**src/common/mdu_pkg.sv**
```systemverilog
// package: register map, field layout and timing constants of the mul/div unit
package mdu_pkg;
  // register byte offsets on the apb bus
  localparam logic [7:0] OFS_A_LOW   = 8'h00;
  localparam logic [7:0] OFS_A_HIGH  = 8'h04;
  localparam logic [7:0] OFS_B_LOW   = 8'h08;
  localparam logic [7:0] OFS_B_HIGH  = 8'h0c;
  localparam logic [7:0] OFS_REM_LOW = 8'h10;
  localparam logic [7:0] OFS_REM_HIGH= 8'h14;
  localparam logic [7:0] OFS_CONTROL = 8'h18;
  localparam logic [7:0] OFS_STATUS  = 8'h1c;
  localparam logic [7:0] OFS_MASK    = 8'h20;
  // control field positions
  localparam int CTL_OP_SELECT_BIT = 7;
  localparam int CTL_DIVIDE_GO_BIT = 0;
  // reset values
  localparam logic [15:0] RST_OPERAND = 16'h0000;
  localparam logic [7:0]  RST_CONTROL = 8'h00;
  localparam logic [1:0]  RST_IRQ     = 2'h0;
  // status bits: divide done, multiply done
  localparam int ST_DIV_DONE_BIT = 0;
  localparam int ST_MUL_DONE_BIT = 1;
  // timing: division lasts this many clocks
  localparam int DIV_CLOCKS = 16;
  localparam int DIV_BITS_PER_CLK = 2;

  // one apb request as seen by the slave
  typedef struct packed {
    logic        sel;
    logic        enable;
    logic        write;
    logic [7:0]  addr;
    logic [31:0] wdata;
  } mdu_apb_req_t;
endpackage

```
**src/rtl/mdu_top.sv**
```systemverilog
// memory-mapped multiplier/divider with apb slave and interrupt
//
// Implementation choices: the register addresses and the APB register port.
`timescale 1ns/10ps
// What this block does
// - multiply mode: unsigned 16x16 into full 32-bit product
// - divide mode: 32/32 giving 32-bit quotient and remainder
// - multiply: operand A high is multiplier, A low multiplicand
// - divide: operand A pair is dividend, overwritten by quotient
// - reset clears all four operand registers to zero
// - operand registers are written as whole 16-bit words
// - operand A reads during a division are not guaranteed
// - multiply: product goes to operand B pair, high and low
// - divide: operand B pair supplies the 32-bit divisor
// - control bit 7 selects multiply (0) or divide (1)
// - divide starts on go bit, self-clears at end, raises interrupt
// - multiply starts after both A halves written, ready next clock
// - division finishes within sixteen clocks of its start
// - divide remainder goes to read-only remainder pair
module mdu_top (
  input  wire logic        clock,    // 100 mhz system clock
  input  wire logic        nrst,     // synchronous reset, active low
  input  wire logic        psel,     // apb select
  input  wire logic        penable,  // apb access phase
  input  wire logic        pwrite,   // apb write
  input  wire logic [7:0]  paddr,    // apb byte address
  input  wire logic [31:0] pwdata,   // apb write data
  input  wire logic [3:0]  pstrb,    // apb byte strobes
  output logic      [31:0] prdata,   // apb read data, registered
  output logic             pready,   // apb ready, registered
  output logic             pslverr,  // apb error, registered
  output logic             irq       // level interrupt, registered
);
  mdu_pkg::mdu_apb_req_t req;

  logic [15:0] aLow_r;
  logic [15:0] aHigh_r;
  logic [15:0] bLow_r;
  logic [15:0] bHigh_r;
  logic [15:0] remLow_r;
  logic [15:0] remHigh_r;
  logic        opSelect_r;
  logic        divideGo_r;
  logic        aLowSeen_r;
  logic        aHighSeen_r;
  logic        mulPending_r;
  logic [1:0]  status_r;
  logic [1:0]  mask_r;
  logic [1:0]  status_nxt;

  logic        setupPhase;
  logic        wrAccess;
  logic        rdAccess;
  logic        hitALow;
  logic        hitAHigh;
  logic        hitBLow;
  logic        hitBHigh;
  logic        hitRemLow;
  logic        hitRemHigh;
  logic        hitControl;
  logic        hitStatus;
  logic        hitMask;
  logic        hitAny;
  logic        wordWrite;
  logic        divStart;
  logic        divBusy;
  logic        divDone;
  logic [31:0] quotient;
  logic [31:0] remainder;
  logic [31:0] product;
  logic [31:0] readMux;
  logic [7:0]  controlView;
  logic [1:0]  events;
  logic        aLowNow;
  logic        aHighNow;
  logic        mulArm;

  // bundle the bus request
  assign req = '{sel: psel, enable: penable, write: pwrite,
                 addr: paddr, wdata: pwdata};

  // address decode; ready is given one cycle after setup
  assign setupPhase = req.sel && !req.enable;
  assign wrAccess   = req.sel && req.enable && pready && req.write;
  assign rdAccess   = req.sel && req.enable && pready && !req.write;
  assign hitALow    = req.addr == mdu_pkg::OFS_A_LOW;
  assign hitAHigh   = req.addr == mdu_pkg::OFS_A_HIGH;
  assign hitBLow    = req.addr == mdu_pkg::OFS_B_LOW;
  assign hitBHigh   = req.addr == mdu_pkg::OFS_B_HIGH;
  assign hitRemLow  = req.addr == mdu_pkg::OFS_REM_LOW;
  assign hitRemHigh = req.addr == mdu_pkg::OFS_REM_HIGH;
  assign hitControl = req.addr == mdu_pkg::OFS_CONTROL;
  assign hitStatus  = req.addr == mdu_pkg::OFS_STATUS;
  assign hitMask    = req.addr == mdu_pkg::OFS_MASK;
  assign hitAny     = hitALow | hitAHigh | hitBLow | hitBHigh | hitRemLow
                    | hitRemHigh | hitControl | hitStatus | hitMask;
  // operands take whole 16-bit words only: both low strobes needed
  assign wordWrite  = wrAccess && (pstrb[1:0] == 2'b11);

  // go bit is honoured only in divide mode and only when idle
  assign divStart = wrAccess && hitControl && pstrb[0] && !divBusy
                  && pwdata[mdu_pkg::CTL_OP_SELECT_BIT]
                  && pwdata[mdu_pkg::CTL_DIVIDE_GO_BIT];

  // multiply arms on the edge that commits the second A half
  assign aLowNow  = aLowSeen_r | (wordWrite && hitALow);
  assign aHighNow = aHighSeen_r | (wordWrite && hitAHigh);
  assign mulArm   = !opSelect_r && aLowNow && aHighNow;

  // single-cycle unsigned multiply, full width kept
  assign product = {16'h0000, aHigh_r} * {16'h0000, aLow_r};

  // control view: mode bit 7, go bit 0, others zero
  assign controlView = {opSelect_r, 6'h00, divideGo_r};

  // read multiplexer; unmapped addresses read zero
  assign readMux =
      hitALow    ? {16'h0000, aLow_r}    :
      hitAHigh   ? {16'h0000, aHigh_r}   :
      hitBLow    ? {16'h0000, bLow_r}    :
      hitBHigh   ? {16'h0000, bHigh_r}   :
      hitRemLow  ? {16'h0000, remLow_r}  :
      hitRemHigh ? {16'h0000, remHigh_r} :
      hitControl ? {24'h000000, controlView} :
      hitStatus  ? {30'h0, status_r}     :
      hitMask    ? {30'h0, mask_r}       : 32'h00000000;

  // event sources: divide done pulse, multiply result landing
  assign events = {mulPending_r, divDone};

  // sticky status: a new event wins over the read-clear
  assign status_nxt = ((rdAccess && hitStatus) ? 2'b00 : status_r) | events;

  mdu_div_core #(
    .WIDTH     (32)
  ) u_div (
    .clock     (clock),
    .nrst      (nrst),
    .start     (divStart),
    .dividend  ({aHigh_r, aLow_r}),
    .divisor   ({bHigh_r, bLow_r}),
    .busy      (divBusy),
    .done      (divDone),
    .quotient  (quotient),
    .remainder (remainder)
  );

  // apb handshake: no wait states, error on unmapped address
  always_ff @(posedge clock)
  begin
    if (!nrst)
    begin
      pready  <= 1'b0;
      pslverr <= 1'b0;
      prdata  <= 32'h00000000;
    end
    else
    begin
      pready  <= setupPhase;
      pslverr <= setupPhase && !hitAny;
      prdata  <= (setupPhase && !req.write) ? readMux : 32'h00000000;
    end
  end

  // operand A: software writes, quotient overwrites at divide end
  always_ff @(posedge clock)
  begin
    if (!nrst)
    begin
      aLow_r  <= mdu_pkg::RST_OPERAND;
      aHigh_r <= mdu_pkg::RST_OPERAND;
    end
    else if (divDone)
    begin
      aHigh_r <= quotient[31:16];
      aLow_r  <= quotient[15:0];
    end
    else
    begin
      // writes during a division are taken but then overwritten by the quotient at divide end
      if (wordWrite && hitALow)
        aLow_r <= pwdata[15:0];
      if (wordWrite && hitAHigh)
        aHigh_r <= pwdata[15:0];
    end
  end

  // operand B: divisor input, product destination
  always_ff @(posedge clock)
  begin
    if (!nrst)
    begin
      bLow_r  <= mdu_pkg::RST_OPERAND;
      bHigh_r <= mdu_pkg::RST_OPERAND;
    end
    else if (mulPending_r)
    begin
      bHigh_r <= product[31:16];
      bLow_r  <= product[15:0];
    end
    else
    begin
      if (wordWrite && hitBLow)
        bLow_r <= pwdata[15:0];
      if (wordWrite && hitBHigh)
        bHigh_r <= pwdata[15:0];
    end
  end

  // remainder pair: read-only, loaded only at divide end
  always_ff @(posedge clock)
  begin
    if (!nrst)
    begin
      remLow_r  <= mdu_pkg::RST_OPERAND;
      remHigh_r <= mdu_pkg::RST_OPERAND;
    end
    else if (divDone)
    begin
      remHigh_r <= remainder[31:16];
      remLow_r  <= remainder[15:0];
    end
  end

  // multiply trigger: arming on the second write itself keeps the
  // product only one clock behind it
  always_ff @(posedge clock)
  begin
    if (!nrst)
    begin
      aLowSeen_r   <= 1'b0;
      aHighSeen_r  <= 1'b0;
      mulPending_r <= 1'b0;
    end
    else
    begin
      mulPending_r <= mulArm;
      if (mulArm || opSelect_r)
      begin
        aLowSeen_r  <= 1'b0;
        aHighSeen_r <= 1'b0;
      end
      else
      begin
        aLowSeen_r  <= aLowNow;
        aHighSeen_r <= aHighNow;
      end
    end
  end

  // control: mode bit writable, go bit set only by a valid start
  always_ff @(posedge clock)
  begin
    if (!nrst)
    begin
      opSelect_r <= mdu_pkg::RST_CONTROL[mdu_pkg::CTL_OP_SELECT_BIT];
      divideGo_r <= mdu_pkg::RST_CONTROL[mdu_pkg::CTL_DIVIDE_GO_BIT];
    end
    else
    begin
      // mode held while busy so a running divide cannot be redirected
      if (wrAccess && hitControl && pstrb[0] && !divBusy)
        opSelect_r <= pwdata[mdu_pkg::CTL_OP_SELECT_BIT];
      if (divStart)
        divideGo_r <= 1'b1;
      else if (divDone)
        divideGo_r <= 1'b0;
    end
  end

  // interrupt status, mask and output level
  always_ff @(posedge clock)
  begin
    if (!nrst)
    begin
      status_r <= mdu_pkg::RST_IRQ;
      mask_r   <= mdu_pkg::RST_IRQ;
      irq      <= 1'b0;
    end
    else
    begin
      status_r <= status_nxt;
      if (wrAccess && hitMask && pstrb[0])
        mask_r <= pwdata[1:0];
      irq <= |(status_nxt & mask_r);
    end
  end
endmodule

```
**src/rtl/mdu_div_core.sv**
```systemverilog
// radix-4 restoring divider core, two quotient bits per clock
`timescale 1ns/10ps
module mdu_div_core #(
  parameter int WIDTH = 32                 // operand width
) (
  input  wire logic             clock,     // system clock
  input  wire logic             nrst,      // synchronous reset, active low
  input  wire logic             start,     // one-cycle start pulse
  input  wire logic [WIDTH-1:0] dividend,  // dividend, sampled on start
  input  wire logic [WIDTH-1:0] divisor,   // divisor, sampled on start
  output logic                  busy,      // high while dividing
  output logic                  done,      // high during the last step
  output logic [WIDTH-1:0]      quotient,  // final quotient while done
  output logic [WIDTH-1:0]      remainder  // final remainder while done
);
  localparam int STEPS = WIDTH / mdu_pkg::DIV_BITS_PER_CLK;

  logic [WIDTH-1:0] quo_r;
  logic [WIDTH-1:0] rem_r;
  logic [WIDTH-1:0] dvs_r;
  logic [5:0]       cnt_r;
  logic [WIDTH-1:0] quoStep;
  logic [WIDTH-1:0] remStep;

  // one restoring step: shift in a dividend bit, subtract when it fits
  function automatic logic [2*WIDTH-1:0] divStep(
    input logic [WIDTH-1:0] rem,
    input logic [WIDTH-1:0] quo,
    input logic [WIDTH-1:0] dvs
  );
    logic [WIDTH:0] trial;
    logic [WIDTH:0] diff;
    trial = {rem, quo[WIDTH-1]};
    diff  = trial - {1'b0, dvs};
    if (!diff[WIDTH])
      divStep = {diff[WIDTH-1:0], quo[WIDTH-2:0], 1'b1};
    else
      divStep = {trial[WIDTH-1:0], quo[WIDTH-2:0], 1'b0};
  endfunction

  // two steps chained so the whole divide takes 16 clocks
  always_comb
  begin
    logic [2*WIDTH-1:0] s1;
    logic [2*WIDTH-1:0] s2;
    s1 = divStep(rem_r, quo_r, dvs_r);
    s2 = divStep(s1[2*WIDTH-1:WIDTH], s1[WIDTH-1:0], dvs_r);
    remStep = s2[2*WIDTH-1:WIDTH];
    quoStep = s2[WIDTH-1:0];
  end

  // iteration registers; a zero divisor just yields all-ones quotient
  always_ff @(posedge clock)
  begin
    if (!nrst)
    begin
      quo_r <= '0;
      rem_r <= '0;
      dvs_r <= '0;
      cnt_r <= '0;
      busy  <= 1'b0;
    end
    else
    begin
      if (start && !busy)
      begin
        quo_r <= dividend;
        rem_r <= '0;
        dvs_r <= divisor;
        cnt_r <= 6'(STEPS);
        busy  <= 1'b1;
      end
      else if (busy)
      begin
        quo_r <= quoStep;
        rem_r <= remStep;
        cnt_r <= cnt_r - 6'd1;
        if (cnt_r == 6'd1)
          busy <= 1'b0;
      end
    end
  end

  // results are taken from the last step itself so that the owner can
  // store them at the sixteenth clock instead of one clock later
  assign done      = busy && (cnt_r == 6'd1);
  assign quotient  = quoStep;
  assign remainder = remStep;
endmodule

```
**config.mk**
```make
export PLATFORM = sky130hd
export DESIGN_NAME = mdu_top
export DESIGN_NICKNAME = d
export VERILOG_FILES = /design/src/common/mdu_pkg.sv /design/src/rtl/mdu_top.sv /design/src/rtl/mdu_div_core.sv
export SDC_FILE = /design/constraint.sdc
export NUM_CORES = 1
export LEC_CHECK = 0
export BUFFER_PORTS_ARGS = -buffer_cell sky130_fd_sc_hd__clkbuf_2
export CAP_MARGIN = 5
export CELL_PAD_IN_SITES_DETAIL_PLACEMENT = 2
export CELL_PAD_IN_SITES_GLOBAL_PLACEMENT = 2
export CORE_MARGIN = 5
export CORE_UTILIZATION = 43
export DETAILED_ROUTE_END_ITERATION = 6
export GPL_TIMING_DRIVEN = 0
export PLACE_DENSITY_LB_ADDON = 0.12
export SYNTH_ARGS = -nofsm -noshare
export SYNTH_HDL_FRONTEND = slang
export SYNTH_SLANG_ARGS = --single-unit
```
**constraint.sdc**
```tcl
create_clock -name clock -period 14.1 [get_ports clock]
set_clock_uncertainty 0.2 [all_clocks]
set_input_delay 0.705 -clock clock [delete_from_list [all_inputs] [get_ports clock]]
set_output_delay 0.705 -clock clock [all_outputs]
set_load 0.05 [all_outputs]
```
==> results_dict.tcl, run 1 <==
set metrics [dict create \
    status "finished clean" \
    maxCapViolCount 0 \
    synth.most_common_cell "nand2_1" \
    drive_above_1_share 0.0651 \
    htree_levels 1 \
    path_clk_slew_ps 60 \
    path_buf_inv 5 \
    crit_top_cell "fa_1" \
    critPathMaxFanout 10 \
    peakVddDrop_mv 0.0827 \
    p_per_area_nw_per_um2 59.4 \
    ys_seq_area_frac 0.206 \
    cts.sinks 227 \
    fill_cells 5729 \
    hold_path_class "reg -> reg" \
    yosysWarnings 0 \
    synthCells 2653 \
    async_flop_share 0 \
    period_share 0.651 \
    worst_pin_slew_ps 1360 \
    synthTopCellsByArea "dfxtp_1 (21%), fa_1 (18%), ha_1 (9.7%)" \
    finalPower_mw 1.43 \
    crit_path_cell_trace "clkbuf_1 -> clkbuf_1 -> nand2_1 -> fa_1 -> fa_1 -> fa_1 -> inv_1 -> fa_1 -> fa_1 -> inv_1 -> fa_1 -> inv_1 -> ha_1 -> nand2_1 -> or3b_2 -> nor3b_1 -> o21ai_0 -> a221o_1 -> o2111ai_1 -> a2111oi_0 -> o21a_1 -> xnor2_1 -> a21oi_1" \
    path_delay_family "adder cells" \
    grt_pass1_vias 23300 \
    yosysTopAreaCellShare 0.206 \
    cts_buffers 27 \
    place_hpwl_um 79300 \
    fin_cells 3450 \
    grt_start_max_net_pins 14 \
    slowest_delay_ps 810 \
    min_period_ps 9170 \
    synth_area_um2 22000 \
    synth_ff_type "dfxtp_1" \
    postCtsHoldBufs 0 \
    finalHoldViolCount 0 \
    die_height_um 236 \
    fin_tns_setup_ps 0 \
    synth-edff-count 0 \
    via_count 20800 \
    slowest_stage "a2111oi_0" \
    drt_wl_total_um 98800 \
    startpoint_type "flop" \
    track_usage 0.343 \
    slew_headroom 0.0893 \
    fmax_mhz 109 \
    place_ws_ps 5200 \
    die_w_um 236 \
    grt_overflow 0 \
    yosys.area.top_type "dfxtp_1" \
    die_area_um2 55800 \
    ios 84 \
    routabilityCongestion 0.984 \
    first_pass_iters 5 \
    rsz0062_at_grt "false" \
    initial_core_util 0.432 \
    syn_to_final_growth_pct 9.36 \
    first_iter_violations 1430 \
    arrival_ps 9410 \
    core_um2 51000 \
    clock_latency_ps 570 \
    num_rows 83 \
    worstSetupPathType "reg -> reg" \
    worstSetupEndpointType "flop" \
    ctsResizeCount 0 \
    leakagePower_nw 10.9 \
    wire_per_inst_um 28.7 \
    fin_ws_ps 4930 \
    drc 0 \
    clockRootBuffer "clkbuf_16" \
    critPathRequiredTime_ps 14330 \
    cts_tree "built" \
    fin_nets 3162 \
    dpl_cell_area_um2 23200 \
    ys_types 82 \
    drt.antenna.violating_nets 0 \
    post_cts_buffers 0 \
    ys_ff_latch 227 \
    synth.avg_cell_area_um2 8.30 \
    setup_viol 0 \
    synth_commonest_cells "nand2_1 (340), inv_1 (281), a21oi_1 (236)" \
    grt_pass1_wl_um 147000 \
    fin_area_um2 24100 \
    viasPerCell 6.03 \
    maxSlewViolCount 0 \
    port_buffers 48 \
    antenna_found_initial 5 \
    clk_path_buf_depth 3 \
    dp_cells 3396 \
]
[per-stage QoR]
stage               utilization  hold slack [ps]
floorplan                     -              210
global placement          0.454              220
detailed placement        0.454              239
CTS                       0.472              247
global route              0.472              277
finish                    0.472              255
[registers in the layout, indices dropped and copies added (netlist names), 2 cells and up]
register / cells
aHigh_r: 16
aLow_r: 16
bHigh_r: 16
bLow_r: 16
mask_r: 2
prdata: 16
remHigh_r: 16
remLow_r: 16
status_r: 2
u_div.cnt_r: 6
u_div.dvs_r: 32
u_div.quo_r: 32
u_div.rem_r: 32
[per-layer routing]
layer	global-route usage	up-vias	wire, um
met4	0.168	0	5670
met3	0.0769	267	7400
met1	0.436	10700	40700
met2	0.553	804	45100
met5	0	-	0
li1	-	9065	-
[worst paths after layout]
kind	from	end	slack (ps)	cells after the start
setup / recovery	aHigh_r[13]$_SDFFE_PN0P_	bHigh_r[15]$_SDFFE_PN0P_	4930	23
hold / removal	aLowSeen_r$_SDFF_PP0_	aHighSeen_r$_SDFF_PP0_	250	1
setup reg to reg	aHigh_r[13]$_SDFFE_PN0P_	bHigh_r[15]$_SDFFE_PN0P_	4930	23
hold reg to reg	aLowSeen_r$_SDFF_PP0_	aHighSeen_r$_SDFF_PP0_	250	1
[area by class of cell]
cell class | instances | area (um2) | area share
Clock inverter | 9 | 103 | 0.00426
Tap cell | 680 | 851 | 0.0353
Buffer | 179 | 768 | 0.0319
Inverter | 282 | 1060 | 0.0440
Timing Repair Buffer | 50 | 250 | 0.0104
Sequential cell | 227 | 4540 | 0.189
Antenna cell | 4 | 10.0 | 0.000416
Multi-Input combinational cell | 1980 | 15700 | 0.652
Clock buffer | 39 | 791 | 0.0328
[power by group]
part | switching, mW | internal (mW)
combinational | 0.0486 | 0.0132
clock | 0.303 | 0.424
sequential | 0.000145 | 0.641
[cell families after synthesis]
| group | count (synthesis) | share of synthesized area |
|---|---|---|
| AO/OA/AOI/OAI | 600 | 0.171 |
| XOR/XNOR | 83 | 0.0339 |
| adder cells (fa/ha/maj) | 366 | 0.275 |
| buffers and inverters | 461 | 0.0830 |
| flip-flops | 227 | 0.206 |
| multiplexers | 144 | 0.0689 |
| other | 1 | 0.000170 |
| AND/OR/NAND/NOR | 771 | 0.162 |
[cell usage in the layout, fill, tap and decap left out, types with 11 or more instances in the layout]
cell and instances:
a211oi_1 42, a21o_1 37, a21oi_1 236, a22oi_1 34, a311oi_1 17, and2_1 120
and3_1 14, buf_4 16, clkbuf_1 150, clkbuf_16 27, clkbuf_2 51, conb_1 16
dfxtp_1 227, fa_1 196, ha_1 170, inv_1 281, mux2_2 41, mux2i_1 101
nand2_1 340, nand2b_1 28, nand3_1 28, nand4_1 13, nor2_1 159, nor3_1 24
o21a_1 11, o21ai_0 117, o21bai_1 12, xnor2_1 55, xor2_1 27
Note: power is estimated with default switching activity, not from simulation.
==> inputs of run 2 (changes only) <==
--- a/config.mk
+++ b/config.mk
@@ -10,7 +10,7 @@
 export CELL_PAD_IN_SITES_DETAIL_PLACEMENT = 2
 export CELL_PAD_IN_SITES_GLOBAL_PLACEMENT = 2
 export CORE_MARGIN = 5
-export CORE_UTILIZATION = 43
+export CORE_UTILIZATION = 36
 export DETAILED_ROUTE_END_ITERATION = 6
 export GPL_TIMING_DRIVEN = 0
 export PLACE_DENSITY_LB_ADDON = 0.12
==> constraint.sdc (replaced) <==
create_clock -name clock -period 8 [get_ports clock]
set_clock_uncertainty 0.2 [all_clocks]
set_input_delay 0.4 -clock clock [delete_from_list [all_inputs] [get_ports clock]]
set_output_delay 0.4 -clock clock [all_outputs]
set_load 0.05 [all_outputs]
==> run 2 against run 1 <==
Worst setup slack got worse by 4600 ps. Sequential share of layout area fell by 0.097 points. Critical path depth fell by 1. Register-to-register slack got worse by 4600 ps. Die area rose by 19%. Maximum frequency rose by 19%. Clock-buffer cell count fell by 10. Routed wire length fell by 4.6%. Critical path type unchanged. Critical endpoint unchanged. Largest power group unchanged.
==> results_dict.tcl, run 2 (synthesis results as in run 1) <==
set metrics [dict create \
    finalHoldViolCount 0 \
    worstSetupPathType "reg -> reg" \
    p_per_area_nw_per_um2 113 \
    holdWs_ps 59.0 \
    clockRootBuffer "clkbuf_16" \
    final_common_cell "nand2_1" \
    cts_buffers 28 \
    final_cell_mix "nand2_1 (340), inv_1 (281), a21oi_1 (236)" \
    clock_latency_ps 580 \
    track_usage 0.276 \
    routabilityCongestion 0.954 \
    first_iter_violations 1142 \
    switchingPower_uw 650 \
    drt.antenna.violating_nets 0 \
    dp_cells 3499 \
    fin_nets 3131 \
    layout.area.seq_um2 4580 \
    syn_to_final_growth_pct 10.7 \
    slew_headroom 0.167 \
    die_area_um2 66200 \
    htree_levels 1 \
    ios 84 \
    dpl_cell_area_um2 23300 \
    grt_pass1_wl_um 141000 \
    maxSlewViolCount 0 \
    intPower_mw 2.09 \
    drt_wl_total_um 94300 \
    reg_top3 "u_div.dvs_r (32), u_div.quo_r (32), u_div.rem_r (32)" \
    startpoint_type "flop" \
    place_hpwl_um 75900 \
    fill_cells 6836 \
    viasPerCell 5.69 \
    critPathRequiredTime_ps 8230 \
    p_seq_frac 0.412 \
    multiInputGateArea_um2 15800 \
    post_cts_buffers 0 \
    fin_area_um2 24400 \
    clk_path_buf_depth 3 \
    worstSetupEndpointType "flop" \
    p_sw_frac 0.237 \
    grt_pass1_vias 22100 \
    maxCapViolCount 0 \
    num_rows 90 \
    min_period_ps 7720 \
    port_buffers 48 \
    clkPwrFrac 0.549 \
    critPathMaxFanout 10 \
    status "finished clean" \
    cts.sinks 227 \
    hold_path_class "in -> reg" \
    first_pass_iters 5 \
    die_w_um 257 \
    setup_viol 0 \
    wire_per_inst_um 26.8 \
    initial_core_util 0.364 \
    fin_tns_setup_ps 0 \
    die_height_um 257 \
    drc 0 \
    grt_overflow 0 \
    core_um2 60500 \
    power.share.combinational 0.039 \
    fin_cells 3520 \
    drive_above_1_share 0.0866 \
    rsz0062_at_grt "false" \
    leakagePower_nw 11.0 \
    fmax_mhz 130 \
    antenna_found_initial 5 \
    peakVddDrop_mv 0.146 \
    grt_start_max_net_pins 15 \
    period_share 0.965 \
    via_count 20000 \
    arrival_ps 7950 \
    path_clk_slew_ps 60 \
    cts_tree "built" \
    worst_pin_slew_ps 1220 \
]
==> run 2: changes by cell type in the layout (fill, tap and decap cells not counted), sizes merged <==
cell,change
clkinvlp,+5
inv,-1
dlygate4sd3,+2
clkbuf,-45
clkinv,+2
diode,-3
buf,+1
bufinv,+7
==> run 2: path summary, 6_finish.rpt <==
check / start / to / slack (ps) / cells after the start
worst max-delay path: aLow_r[4]$_SDFFE_PN0P_ / bHigh_r[15]$_SDFFE_PN0P_ / 280 / 22
worst min-delay path: pwdata[12] / aHigh_r[12]$_SDFFE_PN0P_ / 60 / 3
worst max register to register: aLow_r[4]$_SDFFE_PN0P_ / bHigh_r[15]$_SDFFE_PN0P_ / 280 / 22
worst min register to register: u_div.dvs_r[3]$_SDFFE_PN0P_ / u_div.dvs_r[3]$_SDFFE_PN0P_ / 260 / 2
==> run 2: final cells by class <==
| type | count | share of cell area |
|---|---|---|
| inverters | 282 | 0.0434 |
| clock buffers | 29 | 0.0293 |
| clock inverters | 22 | 0.0149 |
| multi-input cells | 1980 | 0.646 |
| well taps | 782 | 0.0401 |
| plain buffers | 146 | 0.0274 |
| diodes | 1 | 0.000103 |
| flip-flops and latches | 227 | 0.188 |
| repair buffers | 51 | 0.0109 |
==> run 2: per-stage QoR <==
stage,total power [mW],utilization,worst slack (ps)
finish,2.75,0.403,284
global route,2.81,0.403,7.99
CTS,2.76,0.403,1.61
detailed placement,1.26,0.385,-733
global placement,1.26,0.385,-578
floorplan,1.21,-,1390
==> run 2: per-layer routing <==
| metal | global-route usage | wire (um) | vias up | share of wire |
|---|---|---|---|---|
| li1 | - | - | 9011 | - |
| met1 | 0.361 | 41000 | 10400 | 0.43 |
| met2 | 0.468 | 44500 | 468 | 0.47 |
| met3 | 0.0424 | 5050 | 156 | 0.054 |
| met4 | 0.0939 | 3810 | 0 | 0.040 |
| met5 | 0 | 0 | - | 0 |
==> run 2: power by group through the flow <==
stage,Combinational [mW],Sequential [mW],Clock (mW)
after floorplan,0.0559,1.16,0
after CTS,0.105,1.13,1.52
after detailed placement,0.104,1.16,0
after global placement,0.103,1.16,0
final,0.108,1.13,1.51
after global routing,0.111,1.13,1.56
==> run 2: what timing repair did <==
action,CTS,global route
gates resized for setup,34,18
hold buffers,2,0
endpoints found under the setup margin,75,60
hold endpoints to repair,2,0
==> run 2: worst max-delay path, stage by stage (launching register included) <==
cell	delay, ps
dfxtp_1	740
clkbuf_2	380
nand2_1	130
fa_1	520
fa_1	540
inv_1	60
fa_1	490
fa_1	530
fa_1	500
inv_1	50
fa_1	470
inv_1	40
ha_1	440
nand2_1	170
or3b_2	490
nor3b_1	160
o21ai_0	110
a221o_1	300
o2111ai_1	230
a2111oi_2	500
o21a_1	210
xnor2_1	190
a21oi_1	110
==> inputs of run 3 (changes only) <==
--- a/config.mk
+++ b/config.mk
@@ -14,6 +14,8 @@
 export DETAILED_ROUTE_END_ITERATION = 6
 export GPL_TIMING_DRIVEN = 0
 export PLACE_DENSITY_LB_ADDON = 0.12
+export REMOVE_ABC_BUFFERS = 1
 export SYNTH_ARGS = -nofsm -noshare
 export SYNTH_HDL_FRONTEND = slang
 export SYNTH_SLANG_ARGS = --single-unit
+export TNS_END_PERCENT = 5
==> run 3 against run 2 <==
Clock power decreased by 23%. Global-route usage decreased by 3.9 points. Hold slack worse by 33 ps. Maximum frequency is 0.78% higher. Register-to-register slack better by 60 ps. Critical endpoint unchanged.
==> results_dict.tcl, run 3 (synthesis results as in run 1) <==
set metrics [dict create \
    num_rows 90 \
    track_usage 0.238 \
    drt.antenna.violating_nets 0 \
    worstReg2RegEnd "bHigh_r[15]$_SDFFE_PN0P_" \
    maxSlewViolCount 0 \
    grt_pass1_wl_um 125000 \
    p_per_area_nw_per_um2 101 \
    worstSetupPathType "reg -> reg" \
    diodes 0 \
    grt_use_met1 0.299 \
    final_common_cell "nand2_1" \
    place_hpwl_um 62000 \
    startpoint_type "flop" \
    grt_use_met3 0.0170 \
    cts_buffers 27 \
    ios 84 \
    rsz0062_at_grt "false" \
    peakVddDrop_mv 0.134 \
    hold_path_class "in -> reg" \
    arrival_ps 7900 \
    die_height_um 257 \
    post_cts_buffers 0 \
    via_count 18800 \
    reg2reg_depth 21 \
    clkPwrFrac 0.488 \
    fin_nets 3001 \
    place_ws_ps -40.4 \
    initial_core_util 0.364 \
    drive_above_1_share 0.0723 \
    first_pass_iters 5 \
    cts_tree "built" \
    maxCapViolCount 0 \
    utilization 0.392 \
    die_w_um 257 \
    grt_pass1_vias 21500 \
    fin_tns_setup_ps 0 \
    final_cell_mix "nand2_1 (339), inv_1 (280), a21oi_1 (236)" \
    drt_wl_total_um 80400 \
    finalHoldViolCount 0 \
    syn_to_final_growth_pct 7.68 \
    p_sw_frac 0.246 \
    wire_per_inst_um 23.8 \
    htree_levels 1 \
    met2_usage 0.441 \
    reg_top3 "u_div.dvs_r (32), u_div.quo_r (32), u_div.rem_r (32)" \
    setup_viol 0 \
    antenna_found_initial 2 \
    critPathMaxFanout 19 \
    hp-start "pwdata[9]" \
    clockRootBuffer "clkbuf_16" \
    cts.sinks 227 \
    min_period_ps 7660 \
    fmax_mhz 131 \
    grt_overflow 0 \
    clock_latency_ps 560 \
    p_seq_frac 0.473 \
    status "finished clean" \
    top_usage_layer "met2" \
    min_to "aHigh_r[9]$_SDFFE_PN0P_" \
    intPower_mw 1.80 \
    critPathRequiredTime_ps 8240 \
    first_iter_violations 745 \
    switchingPower_uw 587 \
    grt_start_max_net_pins 70 \
    hold_path_depth 3 \
    worstSetupEndpointType "flop" \
    holdWs_ps 25.7 \
    port_buffers 49 \
    core_um2 60500 \
    routabilityCongestion 0.808 \
    worst_pin_slew_ps 1200 \
    power.share.combinational 0.038 \
    clk_path_buf_depth 3 \
    r2r_setup_slack_ps 340 \
    fin_ws_ps 343 \
    path_clk_slew_ps 60 \
    slew_headroom 0.199 \
    die_area_um2 66200 \
    period_share 0.957 \
    leakagePower_nw 10.7 \
    drc 0 \
    r2r-start "aLow_r[4]$_SDFFE_PN0P_" \
    viasPerCell 5.57 \
]
-- run 3: area by class of cell --
cell class / count / area [um2]
Clock inverter: 6 / 36.3
Tap cell: 782 / 978
Timing Repair Buffer: 68 / 547
Multi-Input combinational cell: 1980 / 15800
Clock buffer: 38 / 757
Sequential cell: 227 / 4570
Inverter: 282 / 1060
Fill cell: 6821 / 36800
-- run 3: power by group through the flow --
stage | clock [mW] | sequential, mW | combinational (mW)
global route | 1.23 | 1.13 | 0.0952
floorplan | 0 | 1.16 | 0.0378
detailed placement | 0 | 1.16 | 0.0895
finish | 1.17 | 1.13 | 0.0913
CTS | 1.19 | 1.13 | 0.0917
global placement | 0 | 1.16 | 0.0853
-- run 3: metal layers --
layer  routed length, um  up-vias
met1               35600     9784
met2               40700      230
met3                1810       91
li1                    -     8742
met4                2260        0
met5                   0        -
-- run 3: worst max path at each step --
stage | start | end | slack (ps) | cells after the start
5_1_grt | aLow_r[3]$_SDFFE_PN0P_ | bHigh_r[12]$_SDFFE_PN0P_ | 10 | 21
2_1_floorplan | u_div.dvs_r[0]$_SDFFE_PN0P_ | remHigh_r[0]$_SDFFE_PN0P_ | 130 | 21
4_1_cts | aHigh_r[13]$_SDFFE_PN0P_ | bHigh_r[15]$_SDFFE_PN0P_ | 170 | 21
6_report | aLow_r[4]$_SDFFE_PN0P_ | bHigh_r[15]$_SDFFE_PN0P_ | 340 | 21
3_5_place_dp | aHigh_r[14]$_SDFFE_PN0P_ | bHigh_r[15]$_SDFFE_PN0P_ | -40 | 21
3_3_place_gp | u_div.dvs_r[11]$_SDFFE_PN0P_ | u_div.rem_r[12]$_SDFFE_PP0P_ | -4000 | 20
-- run 3: timing repair --
item	4_1_cts	5_1_grt
setup endpoints to repair	1	4
gates resized for setup	1	14
hold buffers	5	0
hold endpoints to repair	5	0
-- run 3: critical path, stage by stage, from the launching register on --
cell and delay, ps:
dfxtp_1 990, nand2_1 220, fa_1 510, fa_1 520, inv_1 50, fa_1 510, fa_1 520, fa_1 490
inv_1 50, fa_1 470, inv_1 40, ha_1 380, nand2_1 110, or3b_2 470, nor3b_1 160, o21ai_0 140
a221o_1 290, o2111ai_1 240, a2111oi_0 670, o21a_1 260, xnor2_1 170, a21oi_1 100
-- run 3: stage by stage --
step / cell area [um2] / total power [mW] / std cells
2_1_floorplan: 21300 / 1.20 / 2489
3_3_place_gp: 22500 / 1.24 / 3320
3_5_place_dp: 22800 / 1.25 / 3334
4_1_cts: 23700 / 2.42 / 3383
5_1_grt: 23700 / 2.46 / 3383
6_report: 23700 / 2.39 / 3383
